## config.mk

```make
export PLATFORM = sky130hd
export DESIGN_NAME = dshbp_port
export DESIGN_NICKNAME = d
export VERILOG_FILES = /design/src/logic/dshbp_pkg.sv /design/src/logic/dshbp_port.sv
export VERILOG_INCLUDE_DIRS = /design/src /design/src/logic
export SDC_FILE = /design/constraint.sdc
export NUM_CORES = 1
export LEC_CHECK = 0
export BUFFER_PORTS_ARGS = -buffer_cell sky130_fd_sc_hd__buf_2
export CAP_MARGIN = 25
export CORE_MARGIN = 1
export CORE_UTILIZATION = 32
export CTS_BUF_LIST = sky130_fd_sc_hd__clkbuf_4 sky130_fd_sc_hd__clkbuf_8 sky130_fd_sc_hd__clkbuf_16
export DETAILED_ROUTE_END_ITERATION = 8
export GPL_ROUTABILITY_DRIVEN = 0
export PLACE_DENSITY = 0.5
export SETUP_SLACK_MARGIN = 0.05
export SYNTH_ARGS = -nofsm -noshare
export SYNTH_HDL_FRONTEND = slang
export SYNTH_SLANG_ARGS = --single-unit
```

## constraint.sdc

```tcl
create_clock -name ref_clk -period 1.67 [get_ports ref_clk]
set_input_delay 0.334 -clock ref_clk [delete_from_list [all_inputs] [get_ports ref_clk]]
set_output_delay 0.334 -clock ref_clk [all_outputs]
set_load 0.1 [all_outputs]
```

## src/logic/dshbp_consts.svh

```systemverilog
`ifndef DSHBP_CONSTS_SVH
`define DSHBP_CONSTS_SVH

// ************************************************
// Widths
// ************************************************
`define DSHBP_ADDR_W 12
`define DSHBP_DATA_W 8
`define DSHBP_PIN_W 24

// ************************************************
// Interrupt polarity control location
// ************************************************
`define DSHBP_INTERRUPT_POLARITY_INVERT_ADDR 12'h006
`define DSHBP_INTERRUPT_POLARITY_INVERT_BIT 4

// ************************************************
// Reset values
// ************************************************
`define DSHBP_PINS_RST 24'h00000e
`define DSHBP_INTERRUPT_POLARITY_INVERT_RST 1'b0
`define DSHBP_RDATA_RST 8'h00
`define DSHBP_OE_N_RST 1'b1
`define DSHBP_ACK_RST 1'b1
`define DSHBP_IRQ_RST 1'b0

`endif

```

## src/logic/dshbp_pkg.sv

```systemverilog
package dshbp_pkg;
  // Pin bundle, idle levels at reset: strobes and select high
  typedef struct packed {
    logic [11:0] addr;
    logic [7:0] data;
    logic sel_n;
    logic rd_n;
    logic wr_n;
    logic style;
  } dshbp_pins_t;

  // Core-side access request
  typedef struct packed {
    logic rd;
    logic wr;
    logic [11:0] addr;
    logic [7:0] wdata;
  } dshbp_req_t;

  typedef enum logic [2:0] {
    DSHBP_IDLE   = 3'b001,
    DSHBP_ACCESS = 3'b010,
    DSHBP_DONE   = 3'b100
  } dshbp_state_t;
endpackage

```

## src/logic/dshbp_port.sv

```systemverilog
`timescale 1ns/1ps
`include "dshbp_consts.svh"
module dshbp_port #(
  parameter int ADDR_W = 12,
  parameter int DATA_W = 8
) (
  input wire logic ref_clk,
  input wire logic reset,
  input wire logic bus_style_select,
  input wire logic [11:0] addr_in,
  input wire logic [7:0] host_data_bus_in,
  output logic [7:0] host_data_bus_out,
  output logic host_data_bus_oe_n,
  input wire logic sel_n,
  input wire logic rd_n,
  input wire logic wr_n,
  output logic transfer_ack_out,
  output logic transfer_ack_oe_n,
  output logic irq_out,
  output dshbp_pkg::dshbp_req_t core_req,
  input wire logic [7:0] core_rdata,
  input wire logic core_done,
  input wire logic core_irq,
  output logic interrupt_polarity_invert
);
  import dshbp_pkg::*;

  // ************************************************
  // Elaboration checks
  // ************************************************
  if (ADDR_W != `DSHBP_ADDR_W || DATA_W != `DSHBP_DATA_W) begin : g_chk
    $error("dshbp_port supports only 12 address and 8 data bits");
  end

  // ************************************************
  // Pin synchronisers
  // ************************************************
  // Three stages; a bit changes only once stages two and three agree,
  // which costs latency but rejects a single metastable sample.
  dshbp_pins_t raw_pins;
  dshbp_pins_t s1_ff;
  dshbp_pins_t s2_ff;
  dshbp_pins_t s3_ff;
  dshbp_pins_t pins_ff;
  dshbp_pins_t nxt_pins;
  logic [`DSHBP_PIN_W-1:0] agree;

  assign raw_pins = '{addr: addr_in, data: host_data_bus_in,
                      sel_n: sel_n, rd_n: rd_n, wr_n: wr_n,
                      style: bus_style_select};
  assign agree = ~(s2_ff ^ s3_ff);
  assign nxt_pins = (s3_ff & agree) | (pins_ff & ~agree);

  always_ff @(posedge ref_clk) begin
    if (reset) begin
      s1_ff <= `DSHBP_PINS_RST;
      s2_ff <= `DSHBP_PINS_RST;
      s3_ff <= `DSHBP_PINS_RST;
      pins_ff <= `DSHBP_PINS_RST;
    end else begin
      s1_ff <= raw_pins;
      s2_ff <= s1_ff;
      s3_ff <= s2_ff;
      pins_ff <= nxt_pins;
    end
  end

  // ************************************************
  // Bus style decode
  // ************************************************
  wire m_style = pins_ff.style;
  wire selected = ~pins_ff.sel_n;
  // M-style: write strobe input ignored entirely
  wire i_rd = ~pins_ff.rd_n;
  wire i_wr = ~pins_ff.wr_n & pins_ff.rd_n;
  wire m_rd = pins_ff.rd_n;
  wire want_rd = m_style ? m_rd : i_rd;
  wire want_wr = m_style ? ~m_rd : i_wr;
  wire cycle_on = selected & (m_style | i_rd | i_wr);
  wire start = cycle_on & (want_rd | want_wr);
  // Full 12-bit address passed on; a tied-low top bit is just address zero
  wire [11:0] acc_addr = pins_ff.addr;
  wire interrupt_polarity_invert_hit = acc_addr == `DSHBP_INTERRUPT_POLARITY_INVERT_ADDR;

  // ************************************************
  // Access sequencer
  // ************************************************
  dshbp_state_t state_ff;
  dshbp_state_t nxt_state;
  logic is_rd_ff;
  logic [7:0] rdata_ff;
  dshbp_req_t req_ff;
  dshbp_req_t nxt_req;

  always_comb begin
    nxt_state = state_ff;
    case (state_ff)
      DSHBP_IDLE: begin
        if (start) begin
          nxt_state = DSHBP_ACCESS;
        end
      end
      DSHBP_ACCESS: begin
        if (core_done) begin
          nxt_state = DSHBP_DONE;
        end
      end
      DSHBP_DONE: begin
        // Hold until select goes away, or in I-style the strobe: one access per strobe
        if (!cycle_on) begin
          nxt_state = DSHBP_IDLE;
        end
      end
      default: begin
        nxt_state = DSHBP_IDLE;
      end
    endcase
  end

  wire launch = (state_ff == DSHBP_IDLE) & start;
  wire finish = (state_ff == DSHBP_ACCESS) & core_done;

  // Request is a one-cycle pulse; address and data held from the launch
  assign nxt_req = '{rd: launch & want_rd,
                     wr: launch & want_wr,
                     addr: launch ? acc_addr : req_ff.addr,
                     wdata: launch ? pins_ff.data : req_ff.wdata};

  always_ff @(posedge ref_clk) begin
    if (reset) begin
      state_ff <= DSHBP_IDLE;
    end else begin
      state_ff <= nxt_state;
    end
  end

  always_ff @(posedge ref_clk) begin
    if (reset) begin
      req_ff <= '0;
    end else begin
      req_ff <= nxt_req;
    end
  end

  // Read data caught once, on the finishing edge; the core may drop it later
  always_ff @(posedge ref_clk) begin
    if (reset) begin
      is_rd_ff <= 1'b0;
      rdata_ff <= `DSHBP_RDATA_RST;
    end else begin
      is_rd_ff <= launch ? want_rd : is_rd_ff;
      rdata_ff <= (finish && is_rd_ff) ? core_rdata : rdata_ff;
    end
  end

  // ************************************************
  // Interrupt polarity control
  // ************************************************
  // Snooped from writes to its location so the port can bend irq itself
  logic interrupt_polarity_invert_ff;
  wire nxt_interrupt_polarity_invert = (launch && want_wr && interrupt_polarity_invert_hit) ?
                  pins_ff.data[`DSHBP_INTERRUPT_POLARITY_INVERT_BIT] : interrupt_polarity_invert_ff;

  always_ff @(posedge ref_clk) begin
    if (reset) begin
      interrupt_polarity_invert_ff <= `DSHBP_INTERRUPT_POLARITY_INVERT_RST;
    end else begin
      interrupt_polarity_invert_ff <= nxt_interrupt_polarity_invert;
    end
  end

  // ************************************************
  // Data bus driver
  // ************************************************
  wire in_done = state_ff == DSHBP_DONE;
  wire busy = launch | (state_ff == DSHBP_ACCESS);
  // Enable drops with select even while still done, so no bus fight
  wire nxt_doe_n = ~(in_done & is_rd_ff & selected);

  always_ff @(posedge ref_clk) begin
    if (reset) begin
      host_data_bus_out <= `DSHBP_RDATA_RST;
      host_data_bus_oe_n <= `DSHBP_OE_N_RST;
    end else begin
      host_data_bus_out <= rdata_ff;
      host_data_bus_oe_n <= nxt_doe_n;
    end
  end

  // ************************************************
  // Ready and acknowledge driver
  // ************************************************
  // I-style ready: driven while selected, low until the access ends
  // M-style acknowledge: low in the done phase, floating otherwise
  wire nxt_ack = m_style ? 1'b0 : ~busy;
  wire nxt_ack_oe_n = m_style ? ~(in_done & selected) : ~selected;

  always_ff @(posedge ref_clk) begin
    if (reset) begin
      transfer_ack_out <= `DSHBP_ACK_RST;
      transfer_ack_oe_n <= `DSHBP_OE_N_RST;
    end else begin
      transfer_ack_out <= nxt_ack;
      transfer_ack_oe_n <= nxt_ack_oe_n;
    end
  end

  // ************************************************
  // Interrupt driver
  // ************************************************
  // Core irq shares our clock, so it needs no synchroniser
  wire nxt_irq = core_irq ^ m_style ^ interrupt_polarity_invert_ff;

  always_ff @(posedge ref_clk) begin
    if (reset) begin
      irq_out <= `DSHBP_IRQ_RST;
    end else begin
      irq_out <= nxt_irq;
    end
  end

  // ************************************************
  // Core side
  // ************************************************
  assign core_req = req_ff;
  assign interrupt_polarity_invert = interrupt_polarity_invert_ff;
endmodule

```

-- Word level (Yosys, flattened, before mapping)
Index checks and enable logic that the tools add are counted.
- equal/unequal tests: 7
- multiplexer cells: 8
- bitwise gates (word level): 28
- reductions and logical operators: 4
- operator list (operator ; count):
    bitwise AND 24 bit ; 2
    NOT 24 bit ; 2
    OR 24 bit ; 1
    XOR 24 bit ; 1
    == test 12 x 3 -> 1 bit (second input constant) ; 1
    bitwise AND 1 bit ; 10
    two-way mux 3 bit ; 3
    case mux 3 bit (3 select lines) ; 1
    inequality test 2 bit (second input constant) ; 3
    NOT 1 bit ; 6
    two-way mux 1 bit ; 4
    OR 1 bit ; 4
    == test 3 x 1 -> 1 bit (second input constant) ; 1
    == test 3 x 2 -> 1 bit (second input constant) ; 1
    == test 3 bit (second input constant) ; 1
    logical AND 1 bit ; 3
    AND reduction 3 bit ; 1
    XOR 1 bit ; 2
- flip-flop bits (word level): 143
- input bits: 36
- output and inout port bits: 35
- logic and storage cells: 84

-- Depth between registers and ports, before layout
- depth in word-level cells: 9
- gate-level depth with buffers: 9
- depth with buffers taken out: 7

-- Worst setup path after synthesis
No wires, ideal clock.
- path kind: reg2reg
- from: register (tool-made name)
- to: register interrupt_polarity_invert_ff, in the netlist interrupt_polarity_invert
- library setup time: 70 ps
- arrival: 1751 ps
- required time: 1600 ps
- setup slack: -151 ps
- stages on the path, launching flop included: 8
- buffers on the path: 1
- clock period less this slack: 1821 ps
- path through: dfxtp_1 -> inv_1 -> ha_1 -> o21ai_0 -> a211o_1 -> buf_6 -> or3_1 -> a21oi_1
- RTL lines (item ; RTL line ; text):
    to (signal assigned) ; dshbp_port.sv:166 ; interrupt_polarity_invert_ff <= `DSHBP_INTERRUPT_POLARITY_INVERT_RST;
    to (signal assigned) ; dshbp_port.sv:168 ; interrupt_polarity_invert_ff <= nxt_interrupt_polarity_invert;
    to (decl) ; dshbp_port.sv:160 ; logic interrupt_polarity_invert_ff;

==> summary.txt <==
max-slew violation total from the final report: 0
cell with the most instances after synthesis: dfxtp_1
endpoint type of the worst setup path: flop
diode insertion count for antenna repair: 0
Slew Limit Headroom: 58.4%
final clock skew: 0.00511 ns
global-route wire length before repair: 12.7 mm
Sum Neg Setup Slack: -0.0138 ns
clock tree from TritonCTS: done
Initial DRC Count: 98
Peak Freq: 0.594 GHz
cts bufs inserted: 17
failing checks: negative setup slack
critical path's largest stage delay: 0.37 ns
buffers and inverters on the worst path: 1
Routed Antenna Nets: 0
count of cell instances traversed by the critical path: 6
cell chosen for the clock root: clkbuf_16
remaining global-route overflow: 0
sequential group share of total power: 47.5%
biggest area consumer among synthesized cells: dfxtp_1
Overall Power: 7400 uW
relative area change from synthesis to final layout: 30.4%
fraction of power spent switching nets: 18.9%
average instance area after synthesis: 10.7 um^2
clock-pin slew of the registers on the worst-case setup and hold paths: 0.05 ns
critical path arrival: 2.02 ns
Final Setup Violations: 1
Leakage: 0.00249 uW
Chip Height: 120 um
number of nets at the end of the flow: 544
HPWL after detailed placement: 5.15 mm
maximum clock insertion buffer count: 2
number of hold violations in the final report: 0
classification of the worst setup path: reg -> reg
worst setup slack after layout: -0.0138 ns
number of search-and-repair iterations in the first detailed-routing pass: 4
setup repair after global routing missed its margin: true
Initial Utilization: 33.3%
Critical Path Source Type: flop
count of pins on the block boundary: 71
number of fillers in the final layout: 1313
cells traversed along the worst timing path: buf_12 -> nor3b_4 -> a21oi_2 -> a211o_4 -> or3_1 -> a21oi_1
register bit count reported by yosys: 143
average routed wire per standard cell: 11.0 um
per-cell via count in the routed design: 4.18
Top FF cell, synth: dfxtp_1
Comb pwr share: 2.4%
Hold Worst Slack: 0.113 ns
post-layout minimum cycle time: 1.68 ns
Worst Hold Depth: 2
Critical-path top delay cell: or3_1
depth of the worst register-to-register path: 6
depth of the CTS H-tree: 4
antenna violations before repair: 0
Clock Power Share: 50.1%
Synth top cells by count: dfxtp_1, nor2b_1, nor2_1
asr flop ratio synth: 0%
post-route clock period utilization: 101%
hold buffers post-CTS: 0
sequential share of the synthesized area: 64.2%
Sink Count: 143
Sw Pwr: 1400 uW
Syn Nets: 454
std cell rows: 42
post-synth top area share: 64.2%
Distinct cells, synth: 31
Worst Tran Pin Value: 0.624 ns
post-synthesis instance area: 4460 um^2
wire length reported by the detailed router: 7.65 mm
Worst Path Required: 2.01 ns
total track usage: 11.7%
Die Span X: 120 um
count of max-cap constraint violations: 0
die area: 14400 um^2
number of warnings printed during yosys synthesis: 0
area of the placeable core: 13400 um^2
result of the run: complete, but fails checks
cell family with most CP delay: simple AND/OR/NAND/NOR gates
I/O Buffers: 70
EDFF count, synth: 0
hold_sp: wr_n
residual DRC count: 0
Max Fanout on Critical Path: 6
cells after synthesis: 417
IR Drop Worst-Case VDD: 0.606 mV
largest net degree at the start of global routing: 59
number of global-route vias before repair: 2750
DR vias: 2904
power density relative to cell area: 1270 nW/um^2
main area contributors after synthesis: dfxtp_1, nor2b_1, mux2i_1, a21oi_1, nor2_1
class of the tightest hold or removal check: in -> reg
internal power contribution: 6000 uW
insertion delay to the later sink of the worst-skew pair: 0.41 ns
layout cells sized above 1: 27.7%
## layer usage
| metal | track usage [%] | vias to the layer above | share of wire (%) |
|---|---|---|---|
| met2 | 17.5 | 67 | 44 |
| met5 | 0 | - | 0 |
| met3 | 4.90 | 19 | 5.7 |
| met4 | 7.97 | 0 | 3.2 |
| met1 | 13.7 | 1276 | 47 |
| li1 | - | 1542 | - |
## layout by cell type, fill, tap and decap left out, drive strengths merged, types with 4 or more instances in the layout
| cell | n |
|---|---|
| clkbuf | 26 |
| nor2 | 37 |
| o21bai | 4 |
| or2 | 10 |
| mux2i | 29 |
| dfxtp | 143 |
| o21ai | 24 |
| nor2b | 73 |
| nor3b | 4 |
| inv | 4 |
| a21oi | 28 |
| clkinv | 4 |
| nand2 | 23 |
| buf | 89 |
## power groups by stage
stage	registers (uW)	clock network, uW	logic [uW]
after detailed placement	3590	0	184
after floorplan	3590	0	97.2
final	3510	3710	181
after CTS	3510	3830	185
after global routing	3520	3970	203
after global placement	3580	0	181
## logic make-up after synthesis
family | after synthesis | share of synthesized area (%)
AO/OA/AOI/OAI | 62 | 7.54
XOR/XNOR | 2 | 0.393
adder cells (fa/ha/maj) | 1 | 0.280
buffers and inverters | 23 | 2.24
flip-flops | 143 | 64.2
multiplexers | 29 | 6.51
AND/OR/NAND/NOR | 157 | 18.9
## cell type report
class | instances | area [um^2] | share of cell area [%]
clock buffer | 25 | 517 | 8.88
clock inverter | 6 | 80.1 | 1.38
inverter | 4 | 17.5 | 0.301
multi-input combinational | 251 | 1550 | 26.6
sequential | 143 | 2870 | 49.3
tap | 176 | 220 | 3.78
timing repair buffer | 90 | 567 | 9.74
## timing repair
| item | 4_1_cts | 5_1_grt |
|---|---|---|
| gates resized for setup | 7 | 7 |
| pin swaps | 5 | 0 |
| setup buffers | 5 | 2 |
| setup endpoints to repair | 25 | 29 |
## per-stage QoR
step | std cells | setup WS (ns) | cell area [um^2] | utilization [%]
final | 695 | -0.0138 | 5820 | 43.4
after global routing | 695 | -0.102 | 5820 | 43.4
after CTS | 693 | -0.0179 | 5770 | 43.1
after detailed placement | 657 | -0.0639 | 5110 | 38.1
after global placement | 657 | 0.00299 | 5110 | 38.1
after floorplan | 417 | 0.0259 | 4480 | -
## final timing paths
kind	to	slack [ns]
worst max-delay path	interrupt_polarity_invert	-0.01
worst max register to register	interrupt_polarity_invert	-0.01
worst min-delay path	s1_ff[1]	0.11
worst min register to register	s2_ff[1]	0.41
Note: power is estimated with default switching activity, not from simulation.
